==> src/logic/ilc_pkg.sv <==
// shared constants and types of the input level controller
package ilc_pkg;

    // ************************************************************
    // register map (index x4 = byte address)
    // ************************************************************
    localparam int ILC_IDX_LIMITS = 32;
    localparam int ILC_IDX_LEVEL  = 33;
    localparam int ILC_IDX_TIMING = 34;
    localparam int ILC_IDX_GATE   = 35;
    localparam int ILC_IDX_STATUS = 36;
    localparam logic [7:0] ILC_ADDR_LIMITS = 8'(ILC_IDX_LIMITS * 4);
    localparam logic [7:0] ILC_ADDR_LEVEL  = 8'(ILC_IDX_LEVEL * 4);
    localparam logic [7:0] ILC_ADDR_TIMING = 8'(ILC_IDX_TIMING * 4);
    localparam logic [7:0] ILC_ADDR_GATE   = 8'(ILC_IDX_GATE * 4);
    localparam logic [7:0] ILC_ADDR_STATUS = 8'(ILC_IDX_STATUS * 4);

    // ************************************************************
    // field positions
    // ************************************************************
    localparam int ILC_FLOOR_LSB = 0;
    localparam int ILC_CEIL_LSB  = 3;
    localparam int ILC_CHEN_LSB  = 7;
    localparam int ILC_TGT_LSB   = 0;
    localparam int ILC_HOLD_LSB  = 4;
    localparam int ILC_ATK_LSB   = 0;
    localparam int ILC_DCY_LSB   = 4;
    localparam int ILC_LIM_BIT   = 8;
    localparam int ILC_GTH_LSB   = 0;
    localparam int ILC_GEN_BIT   = 3;

    // ************************************************************
    // reset values
    // ************************************************************
    localparam logic [8:0] ILC_RST_LIMITS = 9'h038;
    localparam logic [7:0] ILC_RST_LEVEL  = 8'h0b;
    localparam logic [8:0] ILC_RST_TIMING = 9'h032;
    localparam logic [3:0] ILC_RST_GATE   = 4'h0;
    localparam logic [5:0] ILC_RST_GAIN   = 6'h10;

    // ************************************************************
    // timing
    // ************************************************************
    localparam int ILC_CLK_NS      = 25;
    localparam int ILC_TICK_NS     = 31250;
    localparam int ILC_TICK_CYC    = (ILC_TICK_NS + ILC_CLK_NS - 1) / ILC_CLK_NS;
    localparam int ILC_ATK_NORM_NS = 125000;
    localparam int ILC_ATK_LIM_NS  = 31000;
    localparam int ILC_DCY_NORM_NS = 500000;
    localparam int ILC_DCY_LIM_NS  = 125000;
    localparam int ILC_HOLD_NS     = 1000000;
    localparam int ILC_ATK_NORM_U  = (ILC_ATK_NORM_NS + ILC_TICK_NS - 1) / ILC_TICK_NS;
    localparam int ILC_ATK_LIM_U   = (ILC_ATK_LIM_NS + ILC_TICK_NS - 1) / ILC_TICK_NS;
    localparam int ILC_DCY_NORM_U  = (ILC_DCY_NORM_NS + ILC_TICK_NS - 1) / ILC_TICK_NS;
    localparam int ILC_DCY_LIM_U   = (ILC_DCY_LIM_NS + ILC_TICK_NS - 1) / ILC_TICK_NS;
    localparam int ILC_HOLD_U      = (ILC_HOLD_NS + ILC_TICK_NS - 1) / ILC_TICK_NS;
    localparam int ILC_CODE_MAX    = 10;

    // ************************************************************
    // levels (fraction of full scale x 65536), gain units 0.75dB
    // ************************************************************
    localparam logic [15:0] ILC_CLIP_LVL = 16'he000;
    localparam logic [5:0]  ILC_GAIN_0DB = 6'h10;
    localparam int ILC_BOOST_U    = 27;
    localparam int ILC_GATE_TOP_U = -52;
    localparam int ILC_GATE_STEP  = 8;
    localparam int ILC_PEAK_SHIFT = 12;

    // ************************************************************
    // types
    // ************************************************************
    typedef struct packed {
        logic [23:0] left;
        logic [23:0] right;
        logic        valid;
    } ilc_samp_t;

    typedef struct packed {
        logic [5:0] gain_l;
        logic [5:0] gain_r;
    } ilc_gain_t;

    typedef enum logic [1:0] {
        ILC_ACT_IDLE = 2'b00,
        ILC_ACT_UP   = 2'b01,
        ILC_ACT_HOLD = 2'b11,
        ILC_ACT_DOWN = 2'b10
    } ilc_act_t;

endpackage : ilc_pkg

==> src/logic/ilc_level_ctrl.sv <==
// input level controller: peak measure, gain stepping, avalon registers
//
// Behaviour
// - measure decimated samples, not amplifier output
// - peak loads larger magnitude, else decays
// - normal mode gain never above ceiling; here only increases are capped
// - limiter ceiling is gain captured at enable
// - gain never below floor in any mode
// - target is fraction of full scale
// - instantaneous level over target steps gain down
// - reduction stops 1.5dB below target peak
// - 1.5dB below target steps gain up
// - decay code sets interval between increases
// - limiter mode uses shorter time tables
// - peak below target for hold before increase
// - over 87.5% ramps down at fastest rate
// - gate enable bit and threshold code
// - asserted gate freezes gain, no increase; here clip and attack still step gain down
// - gate only in enabled normal mode
// - gate compares input-referred level with threshold
// - channel enable codes off, right, left, both
// - limiter when mode bit and enabled
// - times per 0.75dB step, doubling per code
// - shared settings, disabled channel keeps gain
//
// Chosen here: the Avalon-MM interface to the registers and the placing of the registers.
`timescale 1ns/1ps
`default_nettype none
module ilc_level_ctrl
    import ilc_pkg::*;
#(
    parameter int TICK_CYC = ILC_TICK_CYC
) (
    // clock and reset
    input  wire logic        clk_sys,
    input  wire logic        sys_rst,
    // avalon-mm slave
    input  wire logic [7:0]  avs_address,
    input  wire logic        avs_read,
    input  wire logic        avs_write,
    input  wire logic [31:0] avs_writedata,
    input  wire logic [3:0]  avs_byteenable,
    output logic      [31:0] avs_readdata,
    output logic             avs_waitrequest,
    // decimator samples and boost stage
    input  wire ilc_samp_t   samp,
    input  wire logic        boost_l,
    input  wire logic        boost_r,
    // amplifier gain codes
    output ilc_gain_t        gain
);

    // ************************************************************
    // helpers
    // ************************************************************
    function automatic logic [22:0] mag_of(input logic [23:0] s);
        logic [23:0] n;
        n = -s;
        if (!s[23]) begin
            mag_of = s[22:0];
        end else if (s == 24'h800000) begin
            mag_of = 23'h7fffff;
        end else begin
            mag_of = n[22:0];
        end
    endfunction : mag_of

    // level table: index 1..15 is target -22.5..-1.5dBFS, 16 is 0dBFS, 0 is -24dBFS
    function automatic logic [15:0] lvl_of(input logic [4:0] i);
        case (i)
            5'd0:    lvl_of = 16'h1027;
            5'd1:    lvl_of = 16'h1333;
            5'd2:    lvl_of = 16'h16d1;
            5'd3:    lvl_of = 16'h1b1e;
            5'd4:    lvl_of = 16'h203a;
            5'd5:    lvl_of = 16'h264e;
            5'd6:    lvl_of = 16'h2d86;
            5'd7:    lvl_of = 16'h361b;
            5'd8:    lvl_of = 16'h404e;
            5'd9:    lvl_of = 16'h4c6d;
            5'd10:   lvl_of = 16'h5ad5;
            5'd11:   lvl_of = 16'h6bf4;
            5'd12:   lvl_of = 16'h804e;
            5'd13:   lvl_of = 16'h987d;
            5'd14:   lvl_of = 16'hb53d;
            5'd15:   lvl_of = 16'hd73c;
            default: lvl_of = 16'hffff;
        endcase
    endfunction : lvl_of

    // interval in ticks: base doubled per code, code capped
    function automatic logic [16:0] span_of(input int base, input logic [3:0] code);
        logic [3:0] c;
        c = (code > 4'(ILC_CODE_MAX)) ? 4'(ILC_CODE_MAX) : code;
        span_of = 17'(base) << c;
    endfunction : span_of

    // ************************************************************
    // avalon slave: one wait cycle per access
    // ************************************************************
    logic       ack_q;
    logic [8:0] limits_q;
    logic [7:0] level_q;
    logic [8:0] timing_q;
    logic [3:0] gate_q;
    logic [31:0] status_w;
    logic       wr_en;

    assign avs_waitrequest = (avs_read | avs_write) & ~ack_q;
    assign wr_en           = avs_write & ack_q;

    always_ff @(posedge clk_sys or posedge sys_rst) begin
        if (sys_rst) begin
            ack_q <= 1'b0;
        end else begin
            ack_q <= (avs_read | avs_write) & ~ack_q;
        end
    end

    function automatic logic [8:0] merge9(input logic [8:0] old, input logic [31:0] wd,
                                          input logic [3:0] be);
        merge9 = old;
        if (be[0]) begin
            merge9[7:0] = wd[7:0];
        end
        if (be[1]) begin
            merge9[8] = wd[8];
        end
    endfunction : merge9

    always_ff @(posedge clk_sys or posedge sys_rst) begin
        if (sys_rst) begin
            limits_q <= ILC_RST_LIMITS;
            level_q  <= ILC_RST_LEVEL;
            timing_q <= ILC_RST_TIMING;
            gate_q   <= ILC_RST_GATE;
        end else if (wr_en) begin
            case (avs_address)
                ILC_ADDR_LIMITS: limits_q <= merge9(limits_q, avs_writedata, avs_byteenable);
                ILC_ADDR_LEVEL: begin
                    if (avs_byteenable[0]) begin
                        level_q <= avs_writedata[7:0];
                    end
                end
                ILC_ADDR_TIMING: timing_q <= merge9(timing_q, avs_writedata, avs_byteenable);
                ILC_ADDR_GATE: begin
                    if (avs_byteenable[0]) begin
                        gate_q <= avs_writedata[3:0];
                    end
                end
                default: ;
            endcase
        end
    end

    always_ff @(posedge clk_sys or posedge sys_rst) begin
        if (sys_rst) begin
            avs_readdata <= '0;
        end else if (avs_read & ~ack_q) begin
            case (avs_address)
                ILC_ADDR_LIMITS: avs_readdata <= {23'h0, limits_q};
                ILC_ADDR_LEVEL:  avs_readdata <= {24'h0, level_q};
                ILC_ADDR_TIMING: avs_readdata <= {23'h0, timing_q};
                ILC_ADDR_GATE:   avs_readdata <= {28'h0, gate_q};
                ILC_ADDR_STATUS: avs_readdata <= status_w;
                default:         avs_readdata <= '0;
            endcase
        end
    end

    // ************************************************************
    // settings
    // ************************************************************
    logic [2:0] floor_code;
    logic [2:0] ceil_code;
    logic [1:0] chen;
    logic [3:0] tgt_code;
    logic [3:0] hold_code;
    logic [3:0] atk_code;
    logic [3:0] dcy_code;
    logic       lim_sel;
    logic [2:0] gth_code;
    logic       gate_en;
    logic       ctl_en;
    logic       lim_act;

    assign floor_code = limits_q[ILC_FLOOR_LSB +: 3];
    assign ceil_code  = limits_q[ILC_CEIL_LSB +: 3];
    assign chen       = limits_q[ILC_CHEN_LSB +: 2];
    assign tgt_code   = level_q[ILC_TGT_LSB +: 4];
    assign hold_code  = level_q[ILC_HOLD_LSB +: 4];
    assign atk_code   = timing_q[ILC_ATK_LSB +: 4];
    assign dcy_code   = timing_q[ILC_DCY_LSB +: 4];
    assign lim_sel    = timing_q[ILC_LIM_BIT];
    assign gth_code   = gate_q[ILC_GTH_LSB +: 3];
    assign gate_en    = gate_q[ILC_GEN_BIT];
    assign ctl_en     = chen != 2'b00;
    assign lim_act    = lim_sel & ctl_en;

    // ************************************************************
    // measurement
    // ************************************************************
    logic [22:0] mag_l;
    logic [22:0] mag_r;
    logic [22:0] mag_sel;
    logic [22:0] peak;
    logic [15:0] inst_q;
    logic [15:0] peak16;
    logic [15:0] tgt_lvl;
    logic [15:0] low_lvl;

    assign mag_l = mag_of(samp.left);
    assign mag_r = mag_of(samp.right);
    // both channels share one loop, so watch the louder enabled one
    always_comb begin
        mag_sel = '0;
        if (chen[1] && mag_l > mag_sel) begin
            mag_sel = mag_l;
        end
        if (chen[0] && mag_r > mag_sel) begin
            mag_sel = mag_r;
        end
    end

    ilc_peak_det u_peak (
        .clk_sys   (clk_sys),
        .sys_rst   (sys_rst),
        .mag_valid (samp.valid),
        .mag       (mag_sel),
        .peak_q    (peak)
    );

    always_ff @(posedge clk_sys or posedge sys_rst) begin
        if (sys_rst) begin
            inst_q <= '0;
        end else if (samp.valid) begin
            inst_q <= mag_sel[22:7];
        end
    end

    assign peak16  = peak[22:7];
    assign tgt_lvl = lvl_of(5'(tgt_code) + 5'd1);
    assign low_lvl = lvl_of(5'(tgt_code));

    // ************************************************************
    // timebase
    // ************************************************************
    logic [15:0] pre_q;
    logic        tick;

    assign tick = pre_q == 16'(TICK_CYC - 1);

    always_ff @(posedge clk_sys or posedge sys_rst) begin
        if (sys_rst) begin
            pre_q <= '0;
        end else begin
            pre_q <= tick ? 16'h0000 : pre_q + 16'h0001;
        end
    end

    // ************************************************************
    // conditions
    // ************************************************************
    logic        clip;
    logic        attack_q;
    logic [16:0] hold_q;
    logic [16:0] hold_need;
    logic        hold_done;
    logic        gate_on;
    logic [5:0]  gain_q;

    assign clip = ctl_en && inst_q > ILC_CLIP_LVL;

    // set wins over the low-peak clear; the disable clear wins over both
    always_ff @(posedge clk_sys or posedge sys_rst) begin
        if (sys_rst) begin
            attack_q <= 1'b0;
        end else if (!ctl_en) begin
            attack_q <= 1'b0;
        end else if (inst_q > tgt_lvl) begin
            attack_q <= 1'b1;
        end else if (peak16 < low_lvl) begin
            attack_q <= 1'b0;
        end
    end

    assign hold_need = (hold_code == 4'h0) ? 17'h0 : span_of(ILC_HOLD_U, hold_code);
    assign hold_done = hold_q >= hold_need;

    always_ff @(posedge clk_sys or posedge sys_rst) begin
        if (sys_rst) begin
            hold_q <= '0;
        end else if (peak16 >= tgt_lvl || !ctl_en) begin
            hold_q <= '0;
        end else if (tick && !hold_done) begin
            hold_q <= hold_q + 17'h1;
        end
    end

    // gate in 0.75dB units: level from peak msb, minus gain and boost
    always_comb begin
        logic signed [11:0] lvl_u;
        logic signed [11:0] ref_u;
        logic signed [11:0] thr_u;
        lvl_u = -12'sd184;
        for (int i = 0; i < 23; i++) begin
            if (peak[i]) begin
                lvl_u = 12'(8 * (i - 22));
            end
        end
        ref_u = lvl_u - 12'(int'(gain_q) - int'(ILC_GAIN_0DB));
        if ((chen[1] && boost_l) || (chen[0] && boost_r)) begin
            ref_u = ref_u - 12'(ILC_BOOST_U);
        end
        thr_u = 12'(ILC_GATE_TOP_U - ILC_GATE_STEP * int'(gth_code));
        gate_on = gate_en && ctl_en && !lim_act && (ref_u < thr_u);
    end

    // ************************************************************
    // decision and gain stepping
    // ************************************************************
    ilc_act_t    act;
    ilc_act_t    act_q;
    logic [16:0] span;
    logic [16:0] step_q;
    logic [5:0]  ceil_g;
    logic [5:0]  floor_g;
    logic [5:0]  lim_ceil_q;
    logic        lim_act_q;
    logic [5:0]  next_g;

    always_comb begin
        act = ILC_ACT_IDLE;
        if (!ctl_en) begin
            act = ILC_ACT_IDLE;
        end else if (clip || attack_q) begin
            act = ILC_ACT_DOWN;
        end else if (gate_on) begin
            act = ILC_ACT_HOLD;
        end else if (peak16 < low_lvl && hold_done) begin
            act = ILC_ACT_UP;
        end
    end

    always_comb begin
        case (act)
            ILC_ACT_DOWN: begin
                if (clip) begin
                    span = 17'(ILC_ATK_LIM_U);
                end else begin
                    span = span_of(lim_act ? ILC_ATK_LIM_U : ILC_ATK_NORM_U, atk_code);
                end
            end
            ILC_ACT_UP: span = span_of(lim_act ? ILC_DCY_LIM_U : ILC_DCY_NORM_U, dcy_code);
            default:    span = 17'h1ffff;
        endcase
    end

    assign ceil_g  = lim_act ? lim_ceil_q : {ceil_code, 3'b111};
    assign floor_g = {floor_code, 3'b000};

    always_comb begin
        next_g = gain_q;
        if (act == ILC_ACT_DOWN && gain_q != 6'h00) begin
            next_g = gain_q - 6'h01;
        end else if (act == ILC_ACT_UP && gain_q != 6'h3f) begin
            next_g = gain_q + 6'h01;
        end
        if (act == ILC_ACT_UP && next_g > ceil_g) begin
            next_g = (gain_q > ceil_g) ? gain_q : ceil_g;
        end
        if (next_g < floor_g) begin
            next_g = floor_g;
        end
    end

    always_ff @(posedge clk_sys or posedge sys_rst) begin
        if (sys_rst) begin
            lim_act_q  <= 1'b0;
            lim_ceil_q <= ILC_RST_GAIN;
        end else begin
            lim_act_q <= lim_act;
            if (lim_act && !lim_act_q) begin
                lim_ceil_q <= gain_q;
            end
        end
    end

    always_ff @(posedge clk_sys or posedge sys_rst) begin
        if (sys_rst) begin
            act_q  <= ILC_ACT_IDLE;
            step_q <= '0;
            gain_q <= ILC_RST_GAIN;
        end else begin
            act_q <= act;
            if (act != act_q) begin
                step_q <= '0;
            end else if (tick && (act == ILC_ACT_DOWN || act == ILC_ACT_UP)) begin
                if (step_q + 17'h1 >= span) begin
                    step_q <= '0;
                    gain_q <= next_g;
                end else begin
                    step_q <= step_q + 17'h1;
                end
            end
        end
    end

    // disabled channel keeps its last gain
    always_ff @(posedge clk_sys or posedge sys_rst) begin
        if (sys_rst) begin
            gain <= '{gain_l: ILC_RST_GAIN, gain_r: ILC_RST_GAIN};
        end else begin
            if (chen[1]) begin
                gain.gain_l <= gain_q;
            end
            if (chen[0]) begin
                gain.gain_r <= gain_q;
            end
        end
    end

    assign status_w = {peak16, 4'h0, clip, gate_on, attack_q, lim_act, 2'b00, gain_q};

endmodule : ilc_level_ctrl
`default_nettype wire

==> src/logic/ilc_peak_det.sv <==
// decaying peak detector on sample magnitudes
`timescale 1ns/1ps
`default_nettype none
module ilc_peak_det
    import ilc_pkg::*;
#(
    parameter int MAG_W = 23,
    parameter int SHIFT = ILC_PEAK_SHIFT
) (
    // clock and reset
    input  wire logic             clk_sys,
    input  wire logic             sys_rst,
    // magnitude stream
    input  wire logic             mag_valid,
    input  wire logic [MAG_W-1:0] mag,
    // held peak
    output logic      [MAG_W-1:0] peak_q
);

    always_ff @(posedge clk_sys or posedge sys_rst) begin
        if (sys_rst) begin
            peak_q <= '0;
        end else if (mag_valid) begin
            if (mag > peak_q) begin
                peak_q <= mag;
            end else if (peak_q != '0) begin
                // at least one lsb so the peak reaches zero
                peak_q <= peak_q - ((peak_q >> SHIFT) | MAG_W'(1));
            end
        end
    end

endmodule : ilc_peak_det
`default_nettype wire

==> config.mk <==
export PLATFORM = sky130hd
export DESIGN_NAME = ilc_level_ctrl
export DESIGN_NICKNAME = d
export VERILOG_FILES = /design/src/logic/ilc_pkg.sv /design/src/logic/ilc_level_ctrl.sv /design/src/logic/ilc_peak_det.sv
export SDC_FILE = /design/constraint.sdc
export NUM_CORES = 1
export LEC_CHECK = 0
export ABC_AREA = 1
export BUFFER_PORTS_ARGS = -buffer_cell sky130_fd_sc_hd__buf_4
export CAP_MARGIN = 0
export CELL_PAD_IN_SITES_DETAIL_PLACEMENT = 2
export CELL_PAD_IN_SITES_GLOBAL_PLACEMENT = 2
export CORE_MARGIN = 2
export CORE_UTILIZATION = 35
export DETAILED_ROUTE_END_ITERATION = 10
export GPL_ROUTABILITY_DRIVEN = 1
export PLACE_DENSITY_LB_ADDON = 0.1
export SYNTH_ARGS = -nofsm -noshare
export SYNTH_HDL_FRONTEND = slang
export SYNTH_SLANG_ARGS = --single-unit
==> constraint.sdc <==
create_clock -name clk_sys -period 8.3 [get_ports clk_sys]
set_input_delay 0.83 -clock clk_sys [delete_from_list [all_inputs] [get_ports clk_sys]]
set_output_delay 0.83 -clock clk_sys [all_outputs]
set_load 0.02 [all_outputs]
==> flow_summary.toml, run 1 <==
[drt]
drt_first_pass_iters = 4
drc = 0
first_iter_violations = 710
vias = 17200
wl_per_cell_um = 20.7
ant_nets = 0
viasPerCell = 5.51
routed_wirelength_um = 64400

[clock_tree]
cts_root_buf = "clkbuf_16"
tritoncts = "built"
cts_buffers = 17
ctsHoldBuffers = 0
clock_latency_ns = 0.51
clk_pin_slew_ns = 0.08
htree_levels = 4
cts_num_sinks = 176
cts_max_path_buffers = 2

[floorplan]
num_io_pins = 144
dieArea_um2 = 48100
std_cell_rows = 78
core_area_um2 = 45600
start_util = 0.356
die_w_um = 219
fp.dieH_um = 219

[critical_path]
end_kind = "flip-flop"
r2r_slack_ns = 0.42
cpMaxStageDelayCell = "dfrtp_2"
crit_family = "simple AND/OR/NAND/NOR gates"
crit_end = "gain_q[3]"
required_ns = 8.73
worst-path-stages = 59
critPathMaxStageDelay_ns = 0.42
cp_common_cell = "nand2_1"
cp_max_fo = 6
rr_startpoint = "u_peak.peak_q[0]"
rr_worst_depth = 59
crit_path_start = "u_peak.peak_q[0]"
crit_type = "reg -> reg"
worstPathArrival_ns = 8.31
critPathBufInv = 6
startpoint_type = "flip-flop"
reg2reg_to = "gain_q[3]"

[timing]
final_hold_viol_count = 0
clock.fmax_ghz = 0.127
worstMarginPinSlew_ns = 1.06
final_max_slew_viol_count = 0
layout_min_cycle_time_ns = 7.88
skew_ns = 0.0119
slew_headroom = 0.289
period_share = 0.949
setup_violations = 0

[grt]
grt_overflow = 0
antenna_found_initial = 0
grt_util_all_layers = 0.272
grt_pass1_vias = 18500
grt_max_degree = 123
grt_pass1_wl_um = 102000

[pwr]
p_per_area_nw_per_um2 = 212
internal-power_w = 0.00210
combPwrFrac = 0.510
clkPwrFrac = 0.219
switching_share = 0.469
p_seq_frac = 0.271
peakVddDrop_v = 0.000146
p_leak_nw = 9.12
p_sw_w = 0.00185

[synth]
ys_async_sr_fraction = 1.00
synth_ff_type = "dfrtp_1"
synth_area_per_cell_um2 = 6.81
ys_types = 69
synth-seq-area-share = 0.272
synth_edf_count = 0
postSynthCellCount = 2385
ys_warn_count = 0
synth_area_um2 = 16200
synth-seq-cells = 176

[placed_design]
placedCellCount = 3072
gp_congestion = 0.883
dpl_cell_area_um2 = 17800
dp_hpwl_um = 50800
port_buffers = 114

[cells_and_area]
multi_input_area_um2 = 10600
synthToLayoutAreaGrowth_pct = 14.8
drive_above_1_share = 0.118
seq_area_um2 = 4420
fin_nets = 2784
fin_cells = 3118
antennaDiodeCount = 0
num-fill-cells = 5474
stdcell_area_um2 = 18600

[hold_path]
hold_path_class = "reg -> reg"

[status]
status = "complete, no violations"

[flow_run]
maxCapViolations = 0
sequential cells by signal (all words and copies together) (netlist names), 9 cells and up:
register,count
gain,12
u_peak.peak_q,23
pre_q,16
timing_q,9
limits_q,9
step_q,17
inst_q,16
hold_q,17
avs_readdata,28
what timing repair did:
action                     in CTS  in global routing
buffers inserted                0                 14
setup endpoints to repair       6                 23
gates resized for setup         4                 37
pin swaps                       0                 16
cells in the mapped netlist (all sizes together), types with 20 or more instances:
library cell	number	area [um2]
nor2	293	1170
a31oi	24	150
inv	290	1090
nand2	567	2180
clkbuf	44	165
nor4	20	146
nand3	103	521
nor3	52	280
xor2	35	307
nand4	62	400
dfrtp	163	4080
ha	179	2240
a21oi	162	815
xnor2	24	210
o21ai	202	1010
worst min path at each step:
| stage | startpoint | cells past startpoint | to |
|---|---|---|---|
| floorplan | lim_ceil_q[0] | 2 | lim_ceil_q[0] |
| global placement | lim_ceil_q[0] | 2 | lim_ceil_q[0] |
| detailed placement | avs_readdata[7] | 2 | avs_readdata[7] |
| CTS | avs_readdata[7] | 2 | avs_readdata[7] |
| global route | gain[10] | 2 | gain[10] |
| finish | avs_readdata[7] | 2 | avs_readdata[7] |
area by class of cell:
| type | count | area share |
|---|---|---|
| flip-flops and latches | 176 | 0.237 |
| repair buffers | 158 | 0.0637 |
| multi-input cells | 1859 | 0.567 |
| clock inverters | 15 | 0.00893 |
| well taps | 600 | 0.0403 |
| inverters | 293 | 0.0596 |
| clock buffers | 17 | 0.0228 |
layer usage:
layer / routed length [um] / vias up / GRT usage / share of wire
met5: 0 / - / 0 / 0
met4: 862 / 0 / 0.0525 / 0.013
met3: 1390 / 55 / 0.0367 / 0.022
met2: 31700 / 194 / 0.474 / 0.49
met1: 30500 / 8699 / 0.359 / 0.47
li1: - / 8220 / - / -
stage by stage:
step	utilization	setup TNS (ns)	worst slack (ns)	hold slack [ns]	total power, W
after floorplan	-	0	1.39	0.446	0.00237
after global placement	0.391	0	0.196	0.464	0.00287
after detailed placement	0.391	-0.444	-0.161	0.478	0.00299
after CTS	0.404	0	0.0355	0.497	0.00389
after global routing	0.409	-0.784	-0.128	0.524	0.00429
final	0.409	0	0.424	0.492	0.00396
power groups by stage:
stage	combinational [W]	sequential [W]	clock, W
global route	0.00230	0.00108	0.000918
global placement	0.00179	0.00108	0
finish	0.00202	0.00107	0.000866
detailed placement	0.00191	0.00108	0
floorplan	0.00132	0.00106	0
CTS	0.00193	0.00107	0.000888
kinds of logic after synthesis:
logic type      synth area share
simple gates               0.304
compound gates             0.166
buf+inv                   0.0852
fa+ha+maj                  0.139
flops                      0.272
xor+xnor                  0.0318
mux                      0.00185
other cells             0.000463
placed cells by master, fill, tap and decap left out, types with 18 or more instances in the layout:
| master | count |
|---|---|
| nor2_1 | 281 |
| nand4_1 | 60 |
| nand2_1 | 546 |
| nor4_1 | 18 |
| a21oi_1 | 156 |
| dfrtp_1 | 161 |
| xnor2_1 | 24 |
| xor2_1 | 35 |
| nor3_1 | 48 |
| buf_4 | 158 |
| nand2_2 | 18 |
| a31oi_1 | 24 |
| nand3_1 | 101 |
| o21ai_0 | 180 |
| inv_1 | 273 |
| ha_1 | 175 |
worst min-delay path, cell delays in order (launching register included):
cell and delay, ns:
dfrtp_1 0.35, nand2_1 0.05, o21ai_0 0.06
Power figures use the tool's default switching activity.
==> inputs of run 2 (changes only) <==
ABC_AREA = default   (was 1)
CELL_PAD_IN_SITES_DETAIL_PLACEMENT = 1   (was 2)
CELL_PAD_IN_SITES_GLOBAL_PLACEMENT = 1   (was 2)
CORE_UTILIZATION = 47   (was 35)
CTS_CLUSTER_SIZE = 25   (was default)
==> flow_summary.toml, run 2 <==
[timing]
fin_ws_ns = 0.199
worstMarginPinSlew_ns = 0.894
slew_headroom = 0.398
skew_ns = 0.0111
layout_min_cycle_time_ns = 8.10
holdWs_ns = 0.437
final_hold_viol_count = 0
setup_violations = 0
clock.fmax_ghz = 0.123
final_max_slew_viol_count = 0
period_share = 0.976

[status]
status = "complete, no violations"

[drt]
vias = 15700
drt_first_pass_iters = 8
ant_nets = 0
viasPerCell = 6.22
wl_per_cell_um = 22.3
drc = 0
first_iter_violations = 1033
routed_wirelength_um = 56400

[placed_design]
place_worst_setup_slack_ns = -0.152
dp_hpwl_um = 42700
placedCellCount = 2489
gp_congestion = 0.902
port_buffers = 114

[synth]
ys_warn_count = 0
ys_async_sr_fraction = 1.00
synth-seq-area-share = 0.275
ys_top_cells_by_count = "nand2_1 (198), ha_1 (179), dfrtp_1 (163)"
ys_types = 80
synth_area_leaders = "dfrtp_1 (25%), ha_1 (14%), nand2_1 (4.6%)"
yosys.area.top_type_share = 0.253
synth-seq-cells = 176
synth_area_um2 = 16100
synth_area_per_cell_um2 = 8.30
synth_ff_type = "dfrtp_1"
synth.largest_area_cell = "dfrtp_1"
postSynthCellCount = 1940
post-synth-top-count-cell = "nand2_1"
synth_edf_count = 0

[flow_run]
maxCapViolations = 0

[grt]
grt_util_all_layers = 0.310
grt_overflow = 0
grt_pass1_vias = 16200
grt_pass1_wl_um = 88100
antenna_found_initial = 2
grt_max_degree = 65

[clock_tree]
htree_levels = 4
clock_latency_ns = 0.46
cts_buffers = 17
cts_num_sinks = 176
tritoncts = "built"
clk_pin_slew_ns = 0.08
cts_root_buf = "clkbuf_16"
ctsHoldBuffers = 0
cts_max_path_buffers = 2

[hold_path]
hold_path_class = "in -> async"

[pwr]
peakVddDrop_v = 0.000198
p_leak_nw = 8.85
p_total_w = 0.00302
p_per_area_nw_per_um2 = 162

[cells_and_area]
multi_input_area_um2 = 11200
largest_reg_flops = 28
fin_cells = 2529
seq_area_um2 = 4420
post-route-util = 0.554
fin_nets = 2347
top_regs = "avs_readdata: 28 flops, u_peak.peak_q: 23 flops"
mostFrequentLayoutCells = "nand2_1 (197), buf_4 (197), ha_1 (175)"
regMostFlops = "avs_readdata"
synthToLayoutAreaGrowth_pct = 15.7
num-fill-cells = 4057
antennaDiodeCount = 0
drive_above_1_share = 0.185

[critical_path]
critPathMaxStageDelay_ns = 0.52
end_kind = "flip-flop"
cp_common_cell = "a21oi_2"
startpoint_type = "flip-flop"
worstPathArrival_ns = 8.42
cpMaxStageDelayCell = "o41ai_1"
cp_max_fo = 3
required_ns = 8.62
crit_type = "reg -> reg"

[floorplan]
die_w_um = 189
fp.dieH_um = 189
std_cell_rows = 67
start_util = 0.479
core_area_um2 = 33600
dieArea_um2 = 35700
num_io_pins = 144
run 2: cell types whose count changed after synthesis, sizes merged, moves of 58 or more:
cell	previous run	this run
a21oi	162	104
inv	290	96
mux2	0	62
nor2	293	150
nand2	567	198
run 2: per-layer routing:
layer,vias to the layer above,wire length [um],global-route usage
met5,-,8,0
met1,7868,23900,0.383
met3,113,1780,0.0345
li1,7336,-,-
met2,402,28600,0.551
met4,2,2110,0.127
run 2: logic make-up (layout without fill, tap and decap cells):
logic type                 after synthesis  after routing  synth area share
muxes                                   95             95            0.0639
xor gates and xnor gates               111            111            0.0604
buffers and inverters                  191            328            0.0457
adders and majority gates              180            180             0.140
DFF                                    176            176             0.275
other                                    2              6          0.000467
AOI/OAI and AO/OA                      525            525             0.213
and+or+nand+nor                        660            660             0.202
run 2: layout make-up:
| class | instances | share of cell area |
|---|---|---|
| tap | 448 | 0.0301 |
| clock inverter | 11 | 0.00565 |
| timing repair buffer | 198 | 0.0805 |
| multi-input combinational | 1577 | 0.601 |
| inverter | 98 | 0.0200 |
| clock buffer | 21 | 0.0253 |
| sequential | 176 | 0.237 |
run 2: worst paths after layout:
kind	start	to	slack, ns	depth (start not counted)
hold / removal	sys_rst	timing_q[0]	0.44	2
setup / recovery	u_peak.peak_q[0]	gain_q[3]	0.20	40
max in group asynchronous	sys_rst	avs_readdata[29]	6.56	3
setup reg to reg	u_peak.peak_q[0]	gain_q[3]	0.20	40
hold reg to reg	avs_readdata[3]	avs_readdata[3]	0.49	2
min in group clk_sys	avs_readdata[3]	avs_readdata[3]	0.49	2
run 2: power by group:
part | total [W] | switching (W) | leakage (nW) | internal, W
Sequential | 0.00104 | 0.000116 | 2.30 | 0.000927
Combinational | 0.00116 | 0.000678 | 6.27 | 0.000484
Clock | 0.000815 | 0.000376 | 0.272 | 0.000439
Total | 0.00302 | 0.00117 | 8.85 | 0.00185
run 2: worst max-delay path, delay by kind of cell (launching register included):
kind            cells  cell delay, ns
compound gates     22            4.05
xor+xnor            1            0.18
fa+ha+maj           4            0.85
buf+inv             5            0.66
flops               1            0.39
mux                 3            0.60
simple gates        5            1.25
run 2: metrics by stage:
| step | cell area, um2 | setup TNS [ns] |
|---|---|---|
| 5_1_grt | 18600 | -0.569 |
| 3_3_place_gp | 17700 | 0 |
| 3_5_place_dp | 17700 | -1.42 |
| 2_1_floorplan | 16100 | 0 |
| 4_1_cts | 18400 | 0 |
| 6_report | 18600 | 0 |
run 2: repair_timing:
action                                  CTS  global route
buffers inserted                          0             8
gates resized for setup                  10            52
endpoints found under the setup margin   23            23
pin swaps                                 7            27
gates cloned                              0             0
